File: src/hdl/pmic_regs_params.svh
// offsets, field positions, reset values and timing counts of the block
`ifndef PMIC_REGS_PARAMS_SVH
`define PMIC_REGS_PARAMS_SVH

// ****************************************
// register offsets
// ****************************************
`define OFS_OUTPUT3_DELAY   8'h43
`define OFS_FORCED_SHUTDOWN 8'h91
`define OFS_REG1_SLEEP      8'h92
`define OFS_REG2_SLEEP      8'h93
`define OFS_REG4_VOLTAGE    8'h94

// ****************************************
// field positions
// ****************************************
`define CODE_MSB            7
`define CODE_LSB            1
`define LOW_BIT             0
`define DELAY_MSB           2

// ****************************************
// reset values
// ****************************************
`define RST_OUTPUT3_DELAY   3'h7
`define RST_REG1_SLEEP      8'h42
`define RST_REG2_SLEEP      8'he8
`define RST_REG4_VOLTAGE    8'hc0

// ****************************************
// timing
// ****************************************
`define CLK_HZ              10000000
`define TICK_US             500
`define TICK_CYCLES         (`TICK_US * (`CLK_HZ / 1000000))
`define DLY0_US             2500
`define DLY1_US             5000
`define DLY2_US             10000
`define DLY3_US             15000
`define DLY4_US             20000
`define DLY5_US             50000
`define DLY6_US             75000
`define DLY7_US             100000

`endif

File: src/hdl/pmic_regs_pkg.sv
// types shared by the power-management register slice
package pmic_regs_pkg;

	// factory use of the third output pin
	typedef enum logic [1:0] {
		OUT3_DELAYED_PG = 2'b00,
		OUT3_SYSTEM_PG  = 2'b01,
		OUT3_LEVEL_SHIFT = 2'b10,
		OUT3_HOST_GPO   = 2'b11
	} out3_mode_t;

	// factory sleep-entry source of a regulator
	typedef enum logic [1:0] {
		SLEEP_SRC_NONE  = 2'b00,
		SLEEP_SRC_PIN1  = 2'b01,
		SLEEP_SRC_PIN2  = 2'b10
	} sleep_src_t;

	typedef enum logic [1:0] {
		PG_WAIT  = 2'b00,
		PG_COUNT = 2'b01,
		PG_GOOD  = 2'b10
	} pg_state_t;

	typedef enum logic {
		RAMP_TRACK = 1'b0,
		RAMP_SLEW  = 1'b1
	} ramp_state_t;

	// register write request, one cycle
	typedef struct packed {
		logic       en;
		logic [7:0] addr;
		logic [7:0] data;
	} reg_wr_t;

	// regulator target: code plus its step range
	typedef struct packed {
		logic [6:0] code;
		logic       range_25mv;
	} target_t;

endpackage

File: src/hdl/pin_sync.sv
// three-stage synchroniser with agreement filter for pin inputs
`timescale 1ns/100ps
module pin_sync #(
	parameter int W = 1
) (
	// clock and reset
	input  wire logic         i_clk,
	input  wire logic         i_rst,
	// pins and clean levels
	input  wire logic [W-1:0] i_pin,
	output logic      [W-1:0] o_level
);

	logic [W-1:0] stage1;
	logic [W-1:0] stage2;
	logic [W-1:0] stage3;

	genvar b;
	generate
		for (b = 0; b < W; b++) begin : g_bit
			// a change counts once stages two and three agree
			always_ff @(posedge i_clk) begin
				if (i_rst) begin
					stage1[b]  <= 1'b0;
					stage2[b]  <= 1'b0;
					stage3[b]  <= 1'b0;
					o_level[b] <= 1'b0;
				end else begin
					stage1[b] <= i_pin[b];
					stage2[b] <= stage1[b];
					stage3[b] <= stage2[b];
					if (stage2[b] == stage3[b])
						o_level[b] <= stage3[b];
				end
			end
		end
	endgenerate

endmodule

File: src/hdl/tick_divider.sv
// divider giving a one-cycle enable pulse every CYCLES clocks
`timescale 1ns/100ps
module tick_divider #(
	parameter int CYCLES = 5000
) (
	// clock and reset
	input  wire logic i_clk,
	input  wire logic i_rst,
	// enable pulse
	output logic      o_tick
);

	logic [15:0] count;

	// restart on reset only; a delay may begin at any point of the count
	always_ff @(posedge i_clk) begin
		if (i_rst) begin
			count  <= 16'h0;
			o_tick <= 1'b0;
		end else if (count == 16'(CYCLES - 1)) begin
			count  <= 16'h0;
			o_tick <= 1'b1;
		end else begin
			count  <= count + 16'h1;
			o_tick <= 1'b0;
		end
	end

endmodule

File: src/hdl/pmic_pg_sleep_vid_regs.sv
// power-good delay, forced shutdown, sleep and voltage code registers
`timescale 1ns/100ps
`include "pmic_regs_params.svh"

// Behaviour
// [RQ1] power-good delay starts once all grouped rails are in range
// [RQ2] delay codes 0..7 give 2.5, 5, 10, 15, 20, 50, 75, 100 ms
// [RQ3] delay field ignored unless pin is in delayed power-good mode
// [RQ4] writing 1 to shutdown bit shuts the device down at once
// [RQ5] shutdown resets the whole block and every register; the pin synchroniser here is reset by power-on only
// [RQ6] shutdown bit clears itself; writing 0 does nothing
// [RQ7] shutdown register resets to zero; only bit 0 writable
// [RQ8] regulator 1 sleep code in bits 7:1, same coding as normal
// [RQ9] regulator 1 sleep enable in bit 0, needs a sleep pin assigned
// [RQ10] regulator 2 sleep code in bits 7:1, same coding as normal
// [RQ11] regulator 2 sleep enable in bit 0, needs a sleep pin assigned
// [RQ12] regulator 4 normal voltage code in bits 7:1
// [RQ13] codes read in 10 mV or 25 mV steps by configured range
// [RQ14] on reduction, bit 0 low slews actively, high decays passively
// [RQ15] sleep code is target while enabled and its pin requests sleep
// [RQ16] reserved bits read zero and ignore writes
module pmic_pg_sleep_vid_regs
	import pmic_regs_pkg::*;
#(
	parameter int TICK_CYCLES = `TICK_CYCLES
) (
	// clock and reset
	input  wire logic       i_clk,
	input  wire logic       i_rst,
	// register access port
	input  wire reg_wr_t    i_reg_wr,
	input  wire logic       i_rd_en,
	input  wire logic [7:0] i_rd_addr,
	output logic      [7:0] o_rd_data,
	output logic            o_rd_valid,
	// factory configuration, static; host level of the third output
	input  wire out3_mode_t i_output3_mode,
	input  wire sleep_src_t i_regulator1_sleep_src,
	input  wire sleep_src_t i_regulator2_sleep_src,
	input  wire logic [2:0] i_range_25mv,
	input  wire logic       i_output3_host_level,
	// pins from outside the clock domain
	input  wire logic       i_first_sleep_entry_pin,
	input  wire logic       i_second_sleep_entry_pin,
	input  wire logic       i_output3_rails_in_range,
	input  wire logic       i_system_rails_in_range,
	input  wire logic       i_level_shift_in,
	// regulator controls
	output target_t         o_regulator1_target,
	output target_t         o_regulator2_target,
	output target_t         o_regulator4_target,
	output logic            o_regulator4_active_slew,
	output logic            o_regulator4_passive_decay,
	// third output pin and shutdown
	output logic            o_third_general_output_pin,
	output logic            o_forced_shutdown
);

	// ****************************************
	// synchronised pins and tick
	// ****************************************
	logic [4:0] pins_raw;
	logic [4:0] pins;
	logic       tick;
	logic       dev_rst;

	assign pins_raw = {i_level_shift_in, i_system_rails_in_range,
		i_output3_rails_in_range, i_second_sleep_entry_pin,
		i_first_sleep_entry_pin};

	pin_sync #(
		.W(5)
	) u_sync (
		.i_clk  (i_clk),
		.i_rst  (i_rst),
		.i_pin  (pins_raw),
		.o_level(pins)
	);

	wire sleep_pin1    = pins[0];
	wire sleep_pin2    = pins[1];
	wire out3_rails_ok = pins[2];
	wire sys_rails_ok  = pins[3];
	wire level_in      = pins[4];

	tick_divider #(
		.CYCLES(TICK_CYCLES)
	) u_tick (
		.i_clk (i_clk),
		.i_rst (dev_rst),
		.o_tick(tick)
	);

	// ****************************************
	// registers
	// ****************************************
	logic [2:0] output3_power_good_delay;
	logic       forced_shutdown_control;
	logic [7:0] regulator1_sleep_control;
	logic [7:0] regulator2_sleep_control;
	logic [7:0] regulator4_voltage_select;

	// address decode of the write request
	wire wr_delay = i_reg_wr.en &&
		(i_reg_wr.addr == `OFS_OUTPUT3_DELAY);
	wire wr_shut  = i_reg_wr.en &&
		(i_reg_wr.addr == `OFS_FORCED_SHUTDOWN);
	wire wr_reg1  = i_reg_wr.en &&
		(i_reg_wr.addr == `OFS_REG1_SLEEP);
	wire wr_reg2  = i_reg_wr.en &&
		(i_reg_wr.addr == `OFS_REG2_SLEEP);
	wire wr_reg4  = i_reg_wr.en &&
		(i_reg_wr.addr == `OFS_REG4_VOLTAGE);
	wire shut_set = wr_shut && i_reg_wr.data[`LOW_BIT]; // RQ4

	// reset of all but the pin synchroniser and shutdown bit: power-on or forced shutdown
	assign dev_rst = i_rst | forced_shutdown_control; // RQ5

	// shutdown bit lives one cycle, then clears unless another write of one arrives
	always_ff @(posedge i_clk) begin
		if (i_rst)
			forced_shutdown_control <= 1'b0; // RQ7
		else if (shut_set)
			forced_shutdown_control <= 1'b1; // RQ4
		else
			forced_shutdown_control <= 1'b0; // RQ6
	end

	assign o_forced_shutdown = forced_shutdown_control;

	// only the three delay bits are stored; the rest stay zero
	always_ff @(posedge i_clk) begin
		if (dev_rst)
			output3_power_good_delay <= `RST_OUTPUT3_DELAY; // RQ5
		else if (wr_delay)
			output3_power_good_delay <=
				i_reg_wr.data[`DELAY_MSB:0]; // RQ16
	end

	// sleep control and voltage registers
	always_ff @(posedge i_clk) begin
		if (dev_rst) begin
			regulator1_sleep_control  <= `RST_REG1_SLEEP; // RQ5
			regulator2_sleep_control  <= `RST_REG2_SLEEP;
			regulator4_voltage_select <= `RST_REG4_VOLTAGE;
		end else begin
			if (wr_reg1)
				regulator1_sleep_control <= i_reg_wr.data; // RQ8
			if (wr_reg2)
				regulator2_sleep_control <= i_reg_wr.data; // RQ10
			if (wr_reg4)
				regulator4_voltage_select <= i_reg_wr.data; // RQ12
		end
	end

	// ****************************************
	// read path
	// ****************************************
	logic [7:0] rd_mux;

	// unmapped offsets and reserved bits read as zero
	assign rd_mux =
		(i_rd_addr == `OFS_OUTPUT3_DELAY)   ?
			{5'h0, output3_power_good_delay} : // RQ16
		(i_rd_addr == `OFS_FORCED_SHUTDOWN) ?
			{7'h0, forced_shutdown_control} :  // RQ7
		(i_rd_addr == `OFS_REG1_SLEEP)      ? regulator1_sleep_control :
		(i_rd_addr == `OFS_REG2_SLEEP)      ? regulator2_sleep_control :
		(i_rd_addr == `OFS_REG4_VOLTAGE)    ? regulator4_voltage_select :
		8'h00;

	// read data holds until the next read
	always_ff @(posedge i_clk) begin
		if (dev_rst) begin
			o_rd_data  <= 8'h00;
			o_rd_valid <= 1'b0;
		end else begin
			o_rd_valid <= i_rd_en;
			if (i_rd_en)
				o_rd_data <= rd_mux;
		end
	end

	// ****************************************
	// sleep target selection
	// ****************************************
	wire reg1_sleep_en = regulator1_sleep_control[`LOW_BIT];
	wire reg2_sleep_en = regulator2_sleep_control[`LOW_BIT];

	// enable counts only when a sleep pin is assigned in the factory
	wire reg1_pin_req =
		(i_regulator1_sleep_src == SLEEP_SRC_PIN1) ? sleep_pin1 :
		(i_regulator1_sleep_src == SLEEP_SRC_PIN2) ? sleep_pin2 :
		1'b0; // RQ9
	wire reg2_pin_req =
		(i_regulator2_sleep_src == SLEEP_SRC_PIN1) ? sleep_pin1 :
		(i_regulator2_sleep_src == SLEEP_SRC_PIN2) ? sleep_pin2 :
		1'b0; // RQ11

	wire reg1_asleep = reg1_sleep_en & reg1_pin_req; // RQ9
	wire reg2_asleep = reg2_sleep_en & reg2_pin_req; // RQ11

	// normal codes for 1 and 2 live outside; zero stands in here
	logic [6:0] reg1_normal_code;
	logic [6:0] reg2_normal_code;
	logic [6:0] reg1_code;
	logic [6:0] reg2_code;
	logic [6:0] reg4_code;

	assign reg1_normal_code = 7'h00;
	assign reg2_normal_code = 7'h00;
	assign reg1_code = reg1_asleep ?
		regulator1_sleep_control[`CODE_MSB:`CODE_LSB] :
		reg1_normal_code; // RQ15
	assign reg2_code = reg2_asleep ?
		regulator2_sleep_control[`CODE_MSB:`CODE_LSB] :
		reg2_normal_code; // RQ15
	assign reg4_code = regulator4_voltage_select[`CODE_MSB:`CODE_LSB];

	// targets carry the step range so the code is read correctly;
	// while awake the stand-in normal code is shown
	always_ff @(posedge i_clk) begin
		if (dev_rst) begin
			o_regulator1_target <= '0;
			o_regulator2_target <= '0;
		end else begin
			o_regulator1_target <= {reg1_code, i_range_25mv[0]}; // RQ13
			o_regulator2_target <= {reg2_code, i_range_25mv[1]}; // RQ13
		end
	end

	// ****************************************
	// regulator 4 down-ramp
	// ****************************************
	ramp_state_t ramp_state;
	ramp_state_t next_ramp_state;
	logic [6:0]  applied4;
	logic [6:0]  next_applied4;

	wire decay_sel = regulator4_voltage_select[`LOW_BIT];

	// active slew walks one code per tick; decay jumps at once
	always_comb begin
		next_ramp_state = ramp_state;
		next_applied4   = applied4;
		unique case (ramp_state)
			RAMP_TRACK: begin
				if (reg4_code < applied4 && !decay_sel)
					next_ramp_state = RAMP_SLEW; // RQ14
				else
					next_applied4 = reg4_code; // RQ14
			end
			RAMP_SLEW: begin
				if (reg4_code >= applied4 || decay_sel) begin
					next_applied4   = reg4_code;
					next_ramp_state = RAMP_TRACK;
				end else if (tick) begin
					next_applied4 = applied4 - 7'h1; // RQ14
				end
			end
		endcase
	end

	always_ff @(posedge i_clk) begin
		if (dev_rst) begin
			ramp_state <= RAMP_TRACK;
			applied4   <= 7'(`RST_REG4_VOLTAGE >> `CODE_LSB);
		end else begin
			ramp_state <= next_ramp_state;
			applied4   <= next_applied4;
		end
	end

	// outputs of the ramp, all from flip-flops
	always_ff @(posedge i_clk) begin
		if (dev_rst) begin
			o_regulator4_target        <= '0;
			o_regulator4_active_slew   <= 1'b0;
			o_regulator4_passive_decay <= 1'b0;
		end else begin
			o_regulator4_target <= {next_applied4,
				i_range_25mv[2]}; // RQ13
			o_regulator4_active_slew <=
				(next_ramp_state == RAMP_SLEW); // RQ14
			o_regulator4_passive_decay <= decay_sel; // RQ14
		end
	end

	// ****************************************
	// power-good delay on the third output
	// ****************************************
	pg_state_t  pg_state;
	pg_state_t  next_pg_state;
	logic [7:0] pg_ticks;
	logic [7:0] next_pg_ticks;
	logic [7:0] delay_ticks;

	// delay code to ticks of the divider
	function automatic logic [7:0] ticks_of(input logic [2:0] sel);
		logic [7:0] t;
		t = 8'h0;
		unique case (sel)
			3'h0: t = 8'(`DLY0_US / `TICK_US); // RQ2
			3'h1: t = 8'(`DLY1_US / `TICK_US);
			3'h2: t = 8'(`DLY2_US / `TICK_US);
			3'h3: t = 8'(`DLY3_US / `TICK_US);
			3'h4: t = 8'(`DLY4_US / `TICK_US);
			3'h5: t = 8'(`DLY5_US / `TICK_US);
			3'h6: t = 8'(`DLY6_US / `TICK_US);
			3'h7: t = 8'(`DLY7_US / `TICK_US);
		endcase
		return t;
	endfunction

	assign delay_ticks = ticks_of(output3_power_good_delay);

	// counting starts when all grouped rails are in range and
	// restarts whenever one drops out; the first tick may come
	// early, so the delay is short by under one tick at most
	always_comb begin
		next_pg_state = pg_state;
		next_pg_ticks = pg_ticks;
		unique case (pg_state)
			PG_WAIT: begin
				next_pg_ticks = 8'h0;
				if (out3_rails_ok)
					next_pg_state = PG_COUNT; // RQ1
			end
			PG_COUNT: begin
				if (!out3_rails_ok) begin
					next_pg_state = PG_WAIT;
				end else if (pg_ticks >= delay_ticks) begin
					next_pg_state = PG_GOOD; // RQ1
				end else if (tick) begin
					next_pg_ticks = pg_ticks + 8'h1;
				end
			end
			PG_GOOD: begin
				if (!out3_rails_ok)
					next_pg_state = PG_WAIT;
			end
			default: begin
				next_pg_state = PG_WAIT;
			end
		endcase
	end

	always_ff @(posedge i_clk) begin
		if (dev_rst) begin
			pg_state <= PG_WAIT;
			pg_ticks <= 8'h0;
		end else begin
			pg_state <= next_pg_state;
			pg_ticks <= next_pg_ticks;
		end
	end

	// pin function; the delay only matters in delayed mode
	logic out3_level;

	assign out3_level =
		(i_output3_mode == OUT3_DELAYED_PG) ?
			(pg_state == PG_GOOD) :                     // RQ1
		(i_output3_mode == OUT3_SYSTEM_PG)  ? sys_rails_ok : // RQ3
		(i_output3_mode == OUT3_LEVEL_SHIFT) ? level_in :    // RQ3
		i_output3_host_level;                                // RQ3

	always_ff @(posedge i_clk) begin
		if (dev_rst)
			o_third_general_output_pin <= 1'b0;
		else
			o_third_general_output_pin <= out3_level;
	end

endmodule

File: config.mk
export PLATFORM = sky130hd
export DESIGN_NAME = pmic_pg_sleep_vid_regs
export DESIGN_NICKNAME = d
export VERILOG_FILES = /design/src/hdl/pmic_regs_pkg.sv /design/src/hdl/pin_sync.sv /design/src/hdl/tick_divider.sv /design/src/hdl/pmic_pg_sleep_vid_regs.sv
export VERILOG_INCLUDE_DIRS = /design/src /design/src/hdl
export SDC_FILE = /design/constraint.sdc
export NUM_CORES = 1
export LEC_CHECK = 0
export BUFFER_PORTS_ARGS = -buffer_cell sky130_fd_sc_hd__buf_2
export CORE_ASPECT_RATIO = 0.8
export CORE_MARGIN = 1
export CORE_UTILIZATION = 60
export CTS_CLUSTER_DIAMETER = 80
export DETAILED_ROUTE_END_ITERATION = 10
export GPL_ROUTABILITY_DRIVEN = 0
export PLACE_DENSITY = 0.87
export SETUP_SLACK_MARGIN = 0.02
export SLEW_MARGIN = 20
export SYNTH_ARGS = -nofsm -noshare
export SYNTH_HDL_FRONTEND = slang
export SYNTH_HIERARCHICAL = 1
export SYNTH_SLANG_ARGS = --single-unit
File: constraint.sdc
create_clock -name i_clk -period 2.7 [get_ports i_clk]
set_input_delay 0.27 -clock i_clk [delete_from_list [all_inputs] [get_ports i_clk]]
set_output_delay 0.27 -clock i_clk [all_outputs]
set_load 0.1 [all_outputs]
* Yosys cells after proc, flatten, opt, wreduce, memory -nomap -nowiden
Memory sizes are Yosys's and may differ from the RTL's. A register that Yosys moved wholly into a read port is not among the register bits.
Cells that the tools add are included.
** Word-level totals
- ROM bits :: 64
- Logic and storage cells :: 133
- Register bits after elaboration :: 118
- Input bits :: 43
- Memories :: 1
** Memory list
- (no name shown) :: depth 8, width 8, rd ports 1, clocked after Yosys merged registers in 1, wr ports 0, line pmic_pg_sleep_vid_regs.sv:302 : unique case (sel)
** Operators by class
- Reductions and logical operators :: 17
- Order comparisons :: 3
- Equality and inequality tests :: 30
- Bitwise gates (word level) :: 6
- Add/subtract/negate cells :: 3
- Mux-type cells :: 32
** Operators by type and width (count)
- == test 8 bit (second input constant) :: 8
- 2-to-1 mux 8 bit :: 8
- 2-to-1 mux 7 bit :: 3
- adder 16 x 1 -> 16 bit (second input constant) :: 1
- == test 16 x 13 -> 1 bit (second input constant) :: 1
- == test 8 x 7 -> 1 bit (second input constant) :: 2
- case mux 8 bit (2 select lines) :: 1
- case mux 7 bit (2 select lines) :: 1
- 2-to-1 mux 1 bit :: 11
- adder 8 x 1 -> 8 bit (second input constant) :: 1
- == test 2 x 1 -> 1 bit (second input constant) :: 4
- == test 2 bit (second input constant) :: 4
- >= comparator 8 bit :: 1
- 2-to-1 mux 2 bit :: 4
- >= comparator 7 bit :: 1
- logical AND 1 bit :: 7
- less-than comparator 7 bit :: 1
- subtractor 7 x 1 -> 7 bit (second input constant) :: 1
- 2-to-1 mux 3 bit :: 2
- != test 2 x 1 -> 1 bit (second input constant) :: 3
- case mux 2 bit (3 select lines) :: 1
- OR reduction 2 bit :: 3
- == test 1 bit :: 5
- zero test 2 bit :: 2
- other kinds (11) :: 15

* Logic depth before layout (Yosys ltp)
- Depth after elaboration :: 6
- Mapped depth :: 8
- Gate-level depth less buffers :: 7

* Modules after synthesis
Netlist, hierarchy kept.
** By module, submodules not included
- pmic_pg_sleep_vid_regs :: cells an instance 416, instances 1, sequential area each 1681.6 µm², area each 3983.8 µm²
- tick_divider :: cells an instance 86, instances 1, sequential area each 340.3 µm², area each 783.3 µm²
- pin_sync :: cells an instance 52, instances 1, sequential area each 400.4 µm², area each 651.9 µm²

* Worst setup path before layout
Ideal clock, no wire load.
- Path type :: reg2reg
- Start point :: register forced_shutdown_control (netlist: o_forced_shutdown)
- End point :: register u_tick.count[13]
- Arrival time :: 2.057 ns
- Required time :: 2.585 ns
- Setup slack :: 0.529 ns
- Stages on the path, launching flop included :: 8
- Period minus slack after synthesis :: 2.171 ns
- Cell sequence :: dfxtp_1 > nor2_2 > inv_2 > clkbuf_1 > nand2b_1 > buf_4 > buf_6 > nor2_1
** On the way
- Word-level cells in the longest chain between the ends :: 2
** RTL lines
- start: declaration :: line pmic_pg_sleep_vid_regs.sv:98 : logic forced_shutdown_control;
- start signal: assignment :: line pmic_pg_sleep_vid_regs.sv:122 : forced_shutdown_control <= 1'b0;
- start signal: assignment :: line pmic_pg_sleep_vid_regs.sv:124 : forced_shutdown_control <= 1'b1;
- start signal: assignment :: line pmic_pg_sleep_vid_regs.sv:126 : forced_shutdown_control <= 1'b0;
- OR 1 bit :: line pmic_pg_sleep_vid_regs.sv:117 : assign dev_rst = i_rst | forced_shutdown_control;
- named net dev_rst :: line pmic_pg_sleep_vid_regs.sv:65 : logic dev_rst;
- OR reduction 2 bit (no line)
- end signal: assignment :: line tick_divider.sv:24 : count <= count + 16'h1;
- end: declaration :: line tick_divider.sv:13 : logic [15:0] count;
The timed path passes the listed nets, and every way through them passes these cells.
A chain may end at the register's enable or synchronous reset.

* Worst setup path in the final report
- Start point :: register applied4[2]
- End point :: register o_regulator4_target[6] (netlist bit)
** On the way
- Word-level cells in the longest chain between the ends :: 4
- Elaborated cells between the ends (all ways) :: 9
- Those cells by class :: add/sub: 1; order compare: 2; mux: 4; reduce/logical: 2
** RTL lines
- start: declaration :: line pmic_pg_sleep_vid_regs.sv:237 : logic [6:0] applied4;
- start signal: assignment :: line pmic_pg_sleep_vid_regs.sv:267 : applied4 <= 7'(`RST_REG4_VOLTAGE >> `CODE_LSB);
- start signal: assignment :: line pmic_pg_sleep_vid_regs.sv:270 : applied4 <= next_applied4;
- subtractor 7 x 1 -> 7 bit, or another cell as far along :: line pmic_pg_sleep_vid_regs.sv:258 : next_applied4 = applied4 - 7'h1;
- 2-to-1 mux 7 bit, or another cell as far along :: line pmic_pg_sleep_vid_regs.sv:257 : end else if (tick) begin
- 2-to-1 mux 7 bit (on tied branches) :: line pmic_pg_sleep_vid_regs.sv:254, pmic_pg_sleep_vid_regs.sv:248
- case mux 7 bit (2 select lines) (*) :: line pmic_pg_sleep_vid_regs.sv:246 : unique case (ramp_state)
- end signal: assignment :: line pmic_pg_sleep_vid_regs.sv:281 : o_regulator4_target <= {next_applied4,
- end: declaration :: line pmic_pg_sleep_vid_regs.sv:51 : output target_t o_regulator4_target,
Every way passes the cells marked *; elsewhere a longest branch is shown, timed or not.

==> flow_metrics.tcl <==
set metrics [dict create \
    fin_crit_sh_pct 78.45 \
    post-place-ws_ns 0.4955 \
    drc 0 \
    routed_wl_um 12810 \
    antenna_found_initial 0 \
    hold_start "i_second_sleep_entry_pin" \
    synthesis.area_um2 5419 \
    ios 80 \
    die_w_um 108.3 \
    core_area_um2 8633 \
    clk_pin_slew_ns 0.06 \
    skew_ns 0.006535 \
    cts_made_buffers 17 \
    synthArstFlopShare_pct 0 \
    finalCriticalPeriod_ns 2.118 \
    htree_levels 4 \
    hold_violations 0 \
    layout_commonest_cell "dfxtp_1" \
    setup_slack_ns 0.5819 \
    min_to "u_sync/stage1[1]" \
    synth_top_area_share_pct 44.70 \
    yosysTopAreaCell "dfxtp_1" \
    hold_depth 2 \
    power.leakage_nw 2.708 \
    post_cts_buffers 0 \
    clk_latency_ns 0.41 \
    clockBufferDepth 2 \
    register_area_um2 2422 \
    avgSynthCellArea_um2 9.781 \
    track_usage_pct 28.97 \
    num_vias 4455 \
    fmax_ghz 0.4721 \
    synthTopCellsByArea "dfxtp_1, mux2i_1, ha_1, nor2_1, nand2_1" \
    layout.cells.non_filler 763 \
    yosysWarnings 6 \
    cts_resized 0 \
    synth.distinct_cells 64 \
    ys_ff_latch 121 \
    r2r_end "o_regulator4_target[6]" \
    status "finished clean" \
    layout_common_cells "dfxtp_1, buf_2, nor2_1, nand2_1, mux2i_1" \
    worstSetupStartpointType "flop" \
    drv_slew 0 \
    crit_fanout 7 \
    place_inst 731 \
    finalPower_mw 4.949 \
    grt_pass1_vias 4253 \
    grt_start_max_net_pins 28 \
    synth_ff_type "dfxtp_1" \
    grt_setup_unrepaired "no" \
    first_pass_iters 5 \
    dieHeight_um 87 \
    ir_drop_mv 0.6058 \
    clock-root-buffer "clkbuf_16" \
    worstSetupPathType "flop to flop" \
    overflow 0 \
    reg2regPathDepth 7 \
    cts.hold.buffers_added 0 \
    tightest_slew_ns 0.6265 \
    synthCells 554 \
    synth_nets 618 \
    maxCapViolations 0 \
    final_antenna_net_count 0 \
    clock_sinks 121 \
    synthToLayoutAreaGrowth_pct 19.49 \
    cts_tree "done" \
    num_antenna_cells 0 \
    power.density_nw_per_um2 764.3 \
    die_area_um2 9418 \
    ys_seq_area_share_pct 44.70 \
    rrSetupSlack_ns 0.58 \
    synth-edff-count 0 \
    worst_setup_path_end_kind "flop" \
    fill_cells 554 \
    critPathRequiredTime_ns 3.06 \
    dp_hpwl_um 8489 \
    vias_per_cell 5.839 \
    tns_ns 0 \
    multi_input_area_um2 2760 \
    start_util_pct 62.77 \
    io_buffer_count 79 \
    wl_per_cell_um 16.79 \
    drive_above_1_share_pct 25.19 \
    r2r_start "applied4[2]" \
    drt_iter0_drc 311 \
    row_count 30 \
    cp.arrival_ns 2.48 \
    max-slew-margin-rel_pct 58.23 \
    holdCritPathClass "primary input to flop" \
    report.final.setup_viol 0 \
    nets 702 \
    grt_pass1_wl_um 20820 \
]
## metrics by stage
step | utilization [%] | hold WS, ns | cell area, um2
CTS | 75.00 | 0.04765 | 6475
floorplan | - | 0.3673 | 5419
finish | 75.00 | 0.05884 | 6475
global route | 75.00 | 0.05717 | 6475
global placement | 68.01 | 0.4198 | 5872
detailed placement | 68.01 | 0.4282 | 5872
## synthesized netlist by cell type, drive strengths merged (4+ instances only)
cell	count
a21oi	23
a211oi	6
ha	21
nor2b	21
dfxtp	121
nand3	12
xnor2	19
nor3	12
and3	6
o221ai	6
nand2b	5
buf	13
nand4b	5
nor4b	6
o21a	4
inv	29
nor3b	5
nand4	7
o21ai	18
nand2	48
and2	23
nor2	53
nor4	5
a222oi	5
clkbuf	7
mux2i	37
## logic make-up (layout without fill, tap and decap cells)
| group | after synthesis | in the layout | share of synthesized area (%) |
|---|---|---|---|
| AND/OR/NAND/NOR | 221 | 221 | 23.57 |
| flip-flops | 121 | 121 | 44.70 |
| AO/OA/AOI/OAI | 82 | 82 | 11.13 |
| buffers and inverters | 49 | 146 | 4.479 |
| multiplexers | 40 | 40 | 8.035 |
| adder cells (fa/ha/maj) | 21 | 21 | 4.849 |
| XOR/XNOR | 20 | 20 | 3.233 |
## registers in the layout, indices dropped and copies added, names as in the netlist, 2 cells and up
name / flops
pg_state: 2
u_sync/stage1: 5
o_regulator2_target: 8
u_sync/stage3: 5
u_sync/o_level: 5
pg_ticks: 8
u_tick/count: 16
u_sync/stage2: 5
regulator4_voltage_select: 8
output3_power_good_delay: 3
regulator2_sleep_control: 8
regulator1_sleep_control: 8
o_regulator1_target: 8
o_regulator4_target: 3
delay_ticks: 8
applied4: 7
o_rd_data: 8
## worst max-delay path, stage by stage (launching register included)
cell	delay, ns
dfxtp_1	0.47
inv_1	0.08
ha_1	0.35
and3b_1	0.21
o31ai_1	0.39
a21oi_1	0.12
a221oi_1	0.28
and2_1	0.17
## layout make-up
type / count / share of cell area, %
Sequential cell: 121 / 37.41
Tap cell: 112 / 2.164
Timing Repair Buffer: 85 / 6.802
Inverter: 29 / 1.681
Multi-Input combinational cell: 384 / 42.63
Clock inverter: 13 / 2.628
Clock buffer: 19 / 6.686
## per-layer routing
metal / GRT usage (%) / up-vias / part of all wire (%)
li1: - / 2122 / -
met1: 37.16 / 2083 / 43
met2: 46.96 / 225 / 47
met3: 8.377 / 25 / 8.1
met4: 9.705 / 0 / 1.9
met5: 0 / - / 0
## power by group
part           internal [mW]  switching (mW)
clock network           1.46           0.840
registers               1.83          0.0625
logic                  0.249           0.505
## worst max-delay path by stage
| stage | start | to | depth (start not counted) |
|---|---|---|---|
| global placement | i_reg_wr[12] | delay_ticks[3] | 7 |
| detailed placement | i_reg_wr[12] | delay_ticks[3] | 7 |
| floorplan | o_forced_shutdown | u_tick/count[13] | 7 |
| CTS | applied4[2] | o_regulator4_target[7] | 7 |
| global route | applied4[2] | o_regulator4_target[7] | 7 |
| finish | applied4[2] | o_regulator4_target[6] | 7 |
Note: power is estimated with default switching activity, not from simulation.
